[src/hdl/ext_bus_pkg.sv]
// constants and types shared by the external memory bus interface
package ext_bus_pkg;

    // time base: one core clock, oscillator periods counted in clocks
    localparam int CLK_PERIOD_NS = 100;
    localparam int OSC_PERIOD_NS = 100;
    localparam int CLKS_PER_OSC  =
        (OSC_PERIOD_NS + CLK_PERIOD_NS - 1) / CLK_PERIOD_NS;

    // bus cycle lengths in oscillator periods
    localparam logic [2:0] FETCH_OSC = 3'h3;
    localparam logic [2:0] DATA_OSC  = 3'h6;

    // phase marks inside data and fetch cycles
    localparam logic [2:0] DATA_STROBE_FIRST = 3'h2;
    localparam logic [2:0] DATA_STROBE_LAST  = 3'h4;
    localparam logic [2:0] FETCH_STROBE_LAST = 3'h2;

    // register indices (printed offsets) and their apb byte addresses
    localparam logic [11:0] SYSCTL_INDEX = 12'h0B1;
    localparam logic [11:0] STATUS_INDEX = 12'h0B2;
    localparam logic [11:0] SYSCTL_ADDR  = {SYSCTL_INDEX[9:0], 2'h0};
    localparam logic [11:0] STATUS_ADDR  = {STATUS_INDEX[9:0], 2'h0};

    // system_control layout and reset
    localparam int         LATCH_EN_BIT   = 5;
    localparam logic       LATCH_EN_RESET = 1'h1;

    // address space and port constants
    localparam logic [15:0] INTERNAL_CODE_LIMIT = 16'h1FFF;
    localparam logic [7:0]  PORT_ALL_ONES       = 8'hFF;

    typedef enum logic [1:0] {
        KIND_FETCH = 2'h0,
        KIND_READ  = 2'h1,
        KIND_WRITE = 2'h2
    } kind_t;

    // gray sequence idle -> addr -> strobe -> tail
    typedef enum logic [1:0] {
        ST_IDLE   = 2'h0,
        ST_ADDR   = 2'h1,
        ST_STROBE = 2'h3,
        ST_TAIL   = 2'h2
    } bus_state_t;

endpackage

[src/hdl/ext_bus_if.sv]
// external memory bus engine with apb register access
//
// Implementation choice: register access over APB.
`timescale 1ns/100ps
////////////////////////////////////////////////////////////////////////////////
module ext_bus_if (
    // clock and reset
    input  wire logic        CORE_CLK,
    input  wire logic        SYS_RST,
    // apb slave
    input  wire logic        PSEL,
    input  wire logic        PENABLE,
    input  wire logic        PWRITE,
    input  wire logic [11:0] PADDR,
    input  wire logic [31:0] PWDATA,
    output logic [31:0]      PRDATA,
    output logic             PREADY,
    output logic             PSLVERR,
    // core request
    input  wire logic        REQ_VALID,
    input  wire logic [1:0]  REQ_KIND,
    input  wire logic        REQ_WIDE,
    input  wire logic [15:0] REQ_ADDR,
    input  wire logic [7:0]  REQ_WDATA,
    output logic             REQ_READY,
    // core answer
    output logic             RSP_VALID,
    output logic [7:0]       RSP_DATA,
    output logic             RSP_EXT,
    // port register access from the core
    input  wire logic        P0_SFR_WE,
    input  wire logic [7:0]  P0_SFR_WDATA,
    output logic [7:0]       P0_SFR,
    input  wire logic [7:0]  P2_SFR,
    // strap
    input  wire logic        EXTERNAL_ACCESS_SELECT_N,
    // strobes
    output logic             ALE,
    output logic             PROGRAM_FETCH_STROBE_N,
    output logic             RD_N,
    output logic             WR_N,
    // low port pins
    input  wire logic [7:0]  P0_IN,
    output logic [7:0]       P0_OUT,
    output logic [7:0]       P0_OE,
    // high port pins
    output logic [7:0]       P2_OUT,
    output logic [7:0]       P2_OE,
    output logic [7:0]       P2_STRONG
);
    ////////////////////////////////////////////////////////////////////////////
    // declarations
    ext_bus_pkg::bus_state_t state;
    ext_bus_pkg::kind_t      kind;
    logic        wide;
    logic [15:0] addr;
    logic [7:0]  wdata;
    logic        ext;
    logic        ale_allow;
    logic        latch_en;
    logic        accept;
    logic        tick;
    logic        last;
    logic [2:0]  phase;
    logic        is_data;
    logic        next_ext;
    logic        next_wide;
    logic        lo_drive;
    logic [7:0]  lo_value;
    logic        apb_setup;
    logic        apb_write;
    logic [7:0]  status_lo;

    // phase to state map for the running cycle
    function automatic ext_bus_pkg::bus_state_t phase_state(
        input logic       data,
        input logic [2:0] ph
    );
        if (!data) begin
            phase_state = (ph == 3'h0) ? ext_bus_pkg::ST_ADDR
                                       : ext_bus_pkg::ST_STROBE;
        end else if (ph < ext_bus_pkg::DATA_STROBE_FIRST) begin
            phase_state = ext_bus_pkg::ST_ADDR;
        end else if (ph <= ext_bus_pkg::DATA_STROBE_LAST) begin
            phase_state = ext_bus_pkg::ST_STROBE;
        end else begin
            phase_state = ext_bus_pkg::ST_TAIL;
        end
    endfunction

    ////////////////////////////////////////////////////////////////////////////
    // request acceptance and cycle classification
    assign accept  = REQ_VALID && REQ_READY;
    assign is_data = (kind != ext_bus_pkg::KIND_FETCH);

    // code goes outside when select is low or pc passes the internal limit
    always_comb begin
        if (REQ_KIND == ext_bus_pkg::KIND_FETCH) begin
            next_ext  = !EXTERNAL_ACCESS_SELECT_N
                     || (REQ_ADDR > ext_bus_pkg::INTERNAL_CODE_LIMIT);
            next_wide = 1'b1;
        end else begin
            next_ext  = 1'b1;
            next_wide = REQ_WIDE;
        end
    end

    // capture the request; the core must hold nothing after acceptance
    always_ff @(posedge CORE_CLK) begin
        if (SYS_RST) begin
            kind  <= ext_bus_pkg::KIND_FETCH;
            wide  <= 1'b0;
            addr  <= 16'h0000;
            wdata <= 8'h00;
            ext   <= 1'b0;
        end else if (accept) begin
            kind  <= ext_bus_pkg::kind_t'(REQ_KIND);
            wide  <= next_wide;
            addr  <= REQ_ADDR;
            wdata <= REQ_WDATA;
            ext   <= next_ext;
        end
    end

    // latch strobe gating: internal code with enable clear stays quiet
    always_ff @(posedge CORE_CLK) begin
        if (SYS_RST) begin
            ale_allow <= 1'b1;
        end else if (accept) begin
            ale_allow <= !EXTERNAL_ACCESS_SELECT_N
                      || latch_en
                      || next_ext
                      || (REQ_KIND != ext_bus_pkg::KIND_FETCH);
        end
    end

    ////////////////////////////////////////////////////////////////////////////
    // cycle timing in oscillator periods
    osc_phase_gen #(
        .CLKS_PER_OSC (ext_bus_pkg::CLKS_PER_OSC),
        .PHASE_W      (3)
    ) u_phase (
        .clk    (CORE_CLK),
        .rst    (SYS_RST),
        .start  (accept),
        .length (REQ_KIND == ext_bus_pkg::KIND_FETCH ?
                 ext_bus_pkg::FETCH_OSC : ext_bus_pkg::DATA_OSC),
        .tick   (tick),
        .phase  (phase),
        .last   (last)
    );

    // bus state follows the phase counter
    always_ff @(posedge CORE_CLK) begin
        if (SYS_RST) begin
            state <= ext_bus_pkg::ST_IDLE;
        end else if (accept) begin
            state <= ext_bus_pkg::ST_ADDR;
        end else if (last) begin
            state <= ext_bus_pkg::ST_IDLE;
        end else if (tick) begin
            case (state)
                ext_bus_pkg::ST_IDLE: state <= ext_bus_pkg::ST_IDLE;
                default: state <= phase_state(is_data, phase + 3'h1);
            endcase
        end
    end

    // ready drops on acceptance so requests never overlap a cycle
    always_ff @(posedge CORE_CLK) begin
        if (SYS_RST) begin
            REQ_READY <= 1'b1;
        end else if (accept) begin
            REQ_READY <= 1'b0;
        end else if (last) begin
            REQ_READY <= 1'b1;
        end
    end

    ////////////////////////////////////////////////////////////////////////////
    // strobes, registered one clock behind the state
    always_ff @(posedge CORE_CLK) begin
        if (SYS_RST) begin
            ALE                    <= 1'b0;
            PROGRAM_FETCH_STROBE_N <= 1'b1;
            RD_N                   <= 1'b1;
            WR_N                   <= 1'b1;
        end else begin
            ALE <= (state == ext_bus_pkg::ST_ADDR) && (phase == 3'h0)
                && ale_allow;
            PROGRAM_FETCH_STROBE_N <= !((state == ext_bus_pkg::ST_STROBE)
                && !is_data && ext);
            RD_N <= !((state == ext_bus_pkg::ST_STROBE)
                && (kind == ext_bus_pkg::KIND_READ));
            WR_N <= !((state == ext_bus_pkg::ST_STROBE)
                && (kind == ext_bus_pkg::KIND_WRITE));
        end
    end

    // low port content: address first, then write data held to the end
    always_comb begin
        lo_drive = 1'b0;
        lo_value = addr[7:0];
        if (ext && (state == ext_bus_pkg::ST_ADDR) && (phase == 3'h0)) begin
            lo_drive = 1'b1;
        end else if (ext && (kind == ext_bus_pkg::KIND_WRITE)
                     && (state != ext_bus_pkg::ST_IDLE)) begin
            lo_drive = 1'b1;
            lo_value = wdata;
        end
    end

    // pins of both ports; the high byte is pc, pointer or port register
    port_drive u_ports (
        .clk       (CORE_CLK),
        .rst       (SYS_RST),
        .bus_on    (ext && (state != ext_bus_pkg::ST_IDLE)),
        .wide      (wide),
        .addr_hi   (addr[15:8]),
        .lo_drive  (lo_drive),
        .lo_value  (lo_value),
        .lo_latch  (P0_SFR),
        .hi_sfr    (P2_SFR),
        .lo_out    (P0_OUT),
        .lo_oe     (P0_OE),
        .hi_out    (P2_OUT),
        .hi_oe     (P2_OE),
        .hi_strong (P2_STRONG)
    );

    // low port latch: an external access wipes it to ones, core write loses
    always_ff @(posedge CORE_CLK) begin
        if (SYS_RST) begin
            P0_SFR <= ext_bus_pkg::PORT_ALL_ONES;
        end else if (accept && next_ext) begin
            P0_SFR <= ext_bus_pkg::PORT_ALL_ONES;
        end else if (P0_SFR_WE) begin
            P0_SFR <= P0_SFR_WDATA;
        end
    end

    ////////////////////////////////////////////////////////////////////////////
    // answer to the core; data sampled while the read strobe is still low
    always_ff @(posedge CORE_CLK) begin
        if (SYS_RST) begin
            RSP_VALID <= 1'b0;
            RSP_DATA  <= 8'h00;
            RSP_EXT   <= 1'b0;
        end else begin
            RSP_VALID <= last;
            if (tick && ext && (state == ext_bus_pkg::ST_STROBE)
                && (phase == (is_data ? ext_bus_pkg::DATA_STROBE_LAST
                                      : ext_bus_pkg::FETCH_STROBE_LAST))
                && (kind != ext_bus_pkg::KIND_WRITE)) begin
                RSP_DATA <= P0_IN;
            end
            if (last) begin
                RSP_EXT <= ext;
            end
        end
    end

    ////////////////////////////////////////////////////////////////////////////
    // apb slave: zero wait states, ready comes in the access phase
    assign apb_setup = PSEL && !PENABLE;
    assign apb_write = PSEL && PENABLE && PREADY && PWRITE;
    assign status_lo = {4'h0, RSP_EXT, EXTERNAL_ACCESS_SELECT_N,
                        ext, (state != ext_bus_pkg::ST_IDLE)};

    // read data and error are prepared in the setup cycle
    always_ff @(posedge CORE_CLK) begin
        if (SYS_RST) begin
            PREADY  <= 1'b0;
            PRDATA  <= 32'h0000_0000;
            PSLVERR <= 1'b0;
        end else begin
            PREADY  <= apb_setup;
            PSLVERR <= apb_setup && (PADDR != ext_bus_pkg::SYSCTL_ADDR)
                    && (PADDR != ext_bus_pkg::STATUS_ADDR);
            if (apb_setup && (PADDR == ext_bus_pkg::SYSCTL_ADDR)) begin
                PRDATA <= 32'(latch_en) << ext_bus_pkg::LATCH_EN_BIT;
            end else if (apb_setup && (PADDR == ext_bus_pkg::STATUS_ADDR))
            begin
                PRDATA <= {16'h0000, RSP_DATA, status_lo};
            end else begin
                PRDATA <= 32'h0000_0000;
            end
        end
    end

    // system control: only the latch strobe enable is implemented
    always_ff @(posedge CORE_CLK) begin
        if (SYS_RST) begin
            latch_en <= ext_bus_pkg::LATCH_EN_RESET;
        end else if (apb_write && (PADDR == ext_bus_pkg::SYSCTL_ADDR)) begin
            latch_en <= PWDATA[ext_bus_pkg::LATCH_EN_BIT];
        end
    end
endmodule // ext_bus_if

[src/hdl/osc_phase_gen.sv]
// oscillator period divider and phase counter for one bus cycle
`timescale 1ns/100ps
module osc_phase_gen #(
    parameter int CLKS_PER_OSC = 1,
    parameter int PHASE_W      = 3
) (
    // clock and reset
    input  wire logic               clk,
    input  wire logic               rst,
    // cycle control
    input  wire logic               start,
    input  wire logic [PHASE_W-1:0] length,
    // progress
    output logic                    tick,
    output logic [PHASE_W-1:0]      phase,
    output logic                    last
);
    logic [7:0]         div;
    logic               run;
    logic [PHASE_W-1:0] len;

    // one-cycle enable per oscillator period while a cycle runs
    assign tick = run && (div == 8'(CLKS_PER_OSC - 1));
    assign last = tick && (phase == len - 1'b1);

    // divider restarts with each bus cycle so phases line up
    always_ff @(posedge clk) begin
        if (rst || start || tick) begin
            div <= 8'h00;
        end else if (run) begin
            div <= div + 8'h01;
        end
    end

    // phase counter and run flag
    always_ff @(posedge clk) begin
        if (rst) begin
            run   <= 1'b0;
            phase <= '0;
            len   <= '0;
        end else if (start) begin
            run   <= 1'b1;
            phase <= '0;
            len   <= length;
        end else if (last) begin
            run   <= 1'b0;
            phase <= '0;
        end else if (tick) begin
            phase <= phase + 1'b1;
        end
    end
endmodule // osc_phase_gen

[src/hdl/port_drive.sv]
// registered pin drivers for the low (address/data) and high ports
`timescale 1ns/100ps
module port_drive (
    // clock and reset
    input  wire logic       clk,
    input  wire logic       rst,
    // bus cycle view
    input  wire logic       bus_on,
    input  wire logic       wide,
    input  wire logic [7:0] addr_hi,
    input  wire logic       lo_drive,
    input  wire logic [7:0] lo_value,
    // port registers
    input  wire logic [7:0] lo_latch,
    input  wire logic [7:0] hi_sfr,
    // pins
    output logic [7:0]      lo_out,
    output logic [7:0]      lo_oe,
    output logic [7:0]      hi_out,
    output logic [7:0]      hi_oe,
    output logic [7:0]      hi_strong
);
    // low port: push-pull from the address/data path during bus use,
    // open drain from its own latch otherwise
    always_ff @(posedge clk) begin
        if (rst) begin
            lo_out <= 8'h00;
            lo_oe  <= 8'h00;
        end else if (bus_on) begin
            lo_out <= lo_value;
            lo_oe  <= lo_drive ? ext_bus_pkg::PORT_ALL_ONES : 8'h00;
        end else begin
            lo_out <= 8'h00;
            lo_oe  <= ~lo_latch;
        end
    end

    // high port: address byte with full-cycle strong pullup on wide
    // cycles; the sfr itself is never touched here
    always_ff @(posedge clk) begin
        if (rst) begin
            hi_out    <= ext_bus_pkg::PORT_ALL_ONES;
            hi_oe     <= 8'h00;
            hi_strong <= 8'h00;
        end else if (bus_on && wide) begin
            hi_out    <= addr_hi;
            hi_oe     <= ext_bus_pkg::PORT_ALL_ONES;
            hi_strong <= addr_hi;
        end else begin
            hi_out    <= hi_sfr;
            hi_oe     <= ~hi_sfr;
            hi_strong <= 8'h00;
        end
    end
endmodule // port_drive

[config.mk]
export PLATFORM = sky130hd
export DESIGN_NAME = ext_bus_if
export DESIGN_NICKNAME = d
export VERILOG_FILES = /design/src/hdl/ext_bus_pkg.sv /design/src/hdl/ext_bus_if.sv /design/src/hdl/osc_phase_gen.sv /design/src/hdl/port_drive.sv
export SDC_FILE = /design/constraint.sdc
export NUM_CORES = 1
export LEC_CHECK = 0
export BUFFER_PORTS_ARGS = -buffer_cell sky130_fd_sc_hd__buf_2
export CAP_MARGIN = 20
export CORE_ASPECT_RATIO = 0.9
export CORE_MARGIN = 4
export CORE_UTILIZATION = 51
export CTS_CLUSTER_SIZE = 25
export DETAILED_ROUTE_END_ITERATION = 16
export PLACE_DENSITY = 0.85
export SLEW_MARGIN = 40
export SYNTH_ARGS = -nofsm -noshare
export SYNTH_HDL_FRONTEND = slang
export SYNTH_SLANG_ARGS = --single-unit
[constraint.sdc]
create_clock -name CORE_CLK -period 2.55 [get_ports CORE_CLK]
set_clock_uncertainty 0.05 [all_clocks]
set_input_delay 0.51 -clock CORE_CLK [delete_from_list [all_inputs] [get_ports CORE_CLK]]
set_output_delay 0.51 -clock CORE_CLK [all_outputs]
set_load 0.01 [all_outputs]
==> flow_summary.toml <==
[logic_synthesis]
ys_types = 48
ys_seq_area_share_pct = 53.2
ys.flop_type = "dfxtp_1"
synthesis.area_um2 = 4700
synthArstFlopShare_pct = 0
ys_ff_latch = 125
synthCells = 505
syn_area_per_cell_um2 = 9.31
synth_edf_count = 0
yosys_warnings = 0

[global_route]
grt_max_degree = 38
grt_pass1_vias = 3869
grt_use_total_pct = 22.0
grt_pass1_wl_um = 18400
antenna_found_initial = 0
grt_remaining_overflow = 0

[die]
dieArea_um2 = 10800
num_rows = 32
pin_count = 200
die_h_um = 99.1
die_w_um = 109
fp.coreArea_um2 = 8770
initial_utilization_pct = 53.6

[placement]
port_buffers = 149
finalWeightedCongestion = 0.800
place_hpwl_um = 8260

[detailed_routing]
avgRoutedWirePerCell_um = 15.1
drtAntennaViolNets = 0
drt_pre_antenna_iters = 5
wl_um = 11900
drt_iter0_markers = 174
drc = 0
vias = 4006
viasPerCell = 5.12

[job]
max-cap-violations = 0

[worst_setup_path]
critical_path_class = "reg2reg"
cp.arrival_ns = 2.30
worstSetupStartpointType = "register"
r2r_cells = 6
crit_start = "u_phase.phase[0]$_SDFFE_PP0P_"
cpPeakStageDelay_ns = 0.55
crit_slowest_cell = "and4b_1"
end_kind = "register"
timing.rr.end = "u_ports.lo_out[3]$_SDFF_PP0_"
r2r-start = "u_phase.phase[0]$_SDFFE_PP0P_"
rrSetupSlack_ns = 0.59
crit_fanout = 8
worstPathRequired_ns = 2.89
crit_chain = "inv_1 > ha_1 > nand4bb_1 > and4b_1 > mux2i_1 > nor2_1"
crit_path_end = "u_ports.lo_out[3]$_SDFF_PP0_"

[cts]
postCtsSetupRepairBufs = 0
cts-buffers-inserted = 17
clock_tree.buffer_depth = 2
htree_levels = 4
cts_root_buf = "clkbuf_8"
postCtsResizedCells = 0
clk_pin_slew_ns = 0.06
cts_tree = "yes"
ctsHoldBuffers = 0
worstSkewPairLatency_ns = 0.51
cts.sinks = 125

[timing]
fmax_mhz = 510
period_needed_ns = 1.96
tns_ns = 0
slew_headroom_pct = 54.7
period_share_pct = 76.9
tightest_slew_ns = 0.679
hold_viol = 0
rsz0062_at_grt = "no"
setup_violations = 0
slew_viol_final = 0
holdWs_ns = 0.160

[final_layout]
final-seq-area_um2 = 2500
syn_to_final_growth_pct = 30.0
antennaDiodeCount = 0
fillers = 636
drive_gt1_share_pct = 30.9
mostFrequentLayoutCells = "buf_2, dfxtp_1, nand2_1"
multi_input_area_um2 = 1980
fin_nets = 760
final_common_cell = "buf_2"

[pwr]
powerDensity_nw_per_um2 = 831
p_total_w = 0.00508
swShare_pct = 22.4
combPwrFrac_pct = 6.9
power.leakage_nw = 2.83
clkPwrFrac_pct = 52.3
pwr-share-seq_pct = 40.9
vdd_drop_max_mv = 0.663
switching_power_w = 0.00114
p_int_w = 0.00394

[min_path]
hold_class = "in2reg"

[run_status]
status = "completed"
-- through the flow --
stage	area (um2)	worst slack, ns	std cells	utilization [%]
2_1_floorplan	4770	0.718	523	-
3_3_place_gp	5450	0.410	751	62.1
3_5_place_dp	5450	0.393	751	62.1
4_1_cts	6110	0.594	783	69.7
5_1_grt	6110	0.443	783	69.7
6_report	6110	0.590	783	69.7
-- logic make-up after synthesis --
family / count (synthesis) / synth area share, %
XOR/XNOR: 15 / 2.80
flip-flops: 125 / 53.2
adder cells (fa/ha/maj): 6 / 1.60
other: 1 / 0.0798
buffers and inverters: 53 / 6.02
AND/OR/NAND/NOR: 221 / 23.5
multiplexers: 26 / 5.54
AO/OA/AOI/OAI: 58 / 7.27
-- Yosys cell counts, types with 5 or more instances --
cell type,count,area (um2)
ha_1,6,75.1
and2_1,10,62.6
nor2_1,74,278
and2_2,11,82.6
nand2_1,77,289
nor3_1,13,65.1
clkbuf_1,20,75.1
xor2_1,8,70.1
o21ai_0,12,60.1
inv_1,8,30.0
buf_4,19,143
a21oi_1,34,170
dfxtp_1,125,2500
xnor2_1,7,61.3
nand3_1,5,25.0
mux2i_1,26,260
-- routing by layer --
layer  up-vias  share of wire, %  GRT usage, %  wire length, um
met1      1853                39          24.3             4590
met3        18                11          7.60             1310
met4         0               2.1          10.1              252
met5         -                 0             0                0
li1       1932                 -             -                -
met2       203                48          37.8             5700
-- area by class of cell --
| class | count | share of cell area, % |
|---|---|---|
| multi-input combinational | 345 | 32.4 |
| clock buffer | 20 | 7.46 |
| inverter | 8 | 0.492 |
| sequential | 125 | 41.0 |
| tap | 119 | 2.44 |
| timing repair buffer | 154 | 12.8 |
| clock inverter | 12 | 3.38 |
-- flip-flops by register name, summed over array words and instances, names as in the netlist, 2 cells and up --
register / flops
P0_SFR: 8
wdata: 8
addr: 16
u_ports.hi_out: 8
u_phase.len: 3
u_ports.hi_oe: 8
u_phase.div: 8
u_ports.hi_strong: 8
state: 2
PRDATA: 13
u_ports.lo_out: 8
u_phase.phase: 3
RSP_DATA: 8
kind: 2
u_ports.lo_oe: 8
-- worst max-delay path: cells and delay by family (launching register included) --
family	cells	cell delay, ns
simple gates	3	0.76
buf+inv	1	0.10
fa+ha+maj	1	0.20
flops	1	0.47
mux	1	0.25
-- power by group through the flow --
| stage | sequential, W | clock [W] | combinational [W] |
|---|---|---|---|
| floorplan | 0.00211 | 0 | 0.000219 |
| global placement | 0.00211 | 0 | 0.000332 |
| detailed placement | 0.00211 | 0 | 0.000343 |
| CTS | 0.00207 | 0.00269 | 0.000349 |
| global route | 0.00208 | 0.00279 | 0.000387 |
| finish | 0.00207 | 0.00265 | 0.000348 |
-- worst min-delay path by stage --
stage / startpoint / to / slack (ns) / cells past startpoint
2_1_floorplan: ext$_SDFFE_PP0P_ / PROGRAM_FETCH_STROBE_N$_SDFF_PP1_ / 0.36 / 1
3_3_place_gp: addr[7]$_SDFFE_PP0P_ / addr[7]$_SDFFE_PP0P_ / 0.39 / 2
3_5_place_dp: wdata[3]$_SDFFE_PP0P_ / wdata[3]$_SDFFE_PP0P_ / 0.40 / 2
4_1_cts: P2_SFR[1] / u_ports.hi_oe[1]$_SDFF_PP0_ / 0.14 / 2
5_1_grt: P2_SFR[1] / u_ports.hi_oe[1]$_SDFF_PP0_ / 0.15 / 2
6_report: P2_SFR[1] / u_ports.hi_oe[1]$_SDFF_PP0_ / 0.16 / 2
No activity file was read; power rests on OpenSTA's default activity.
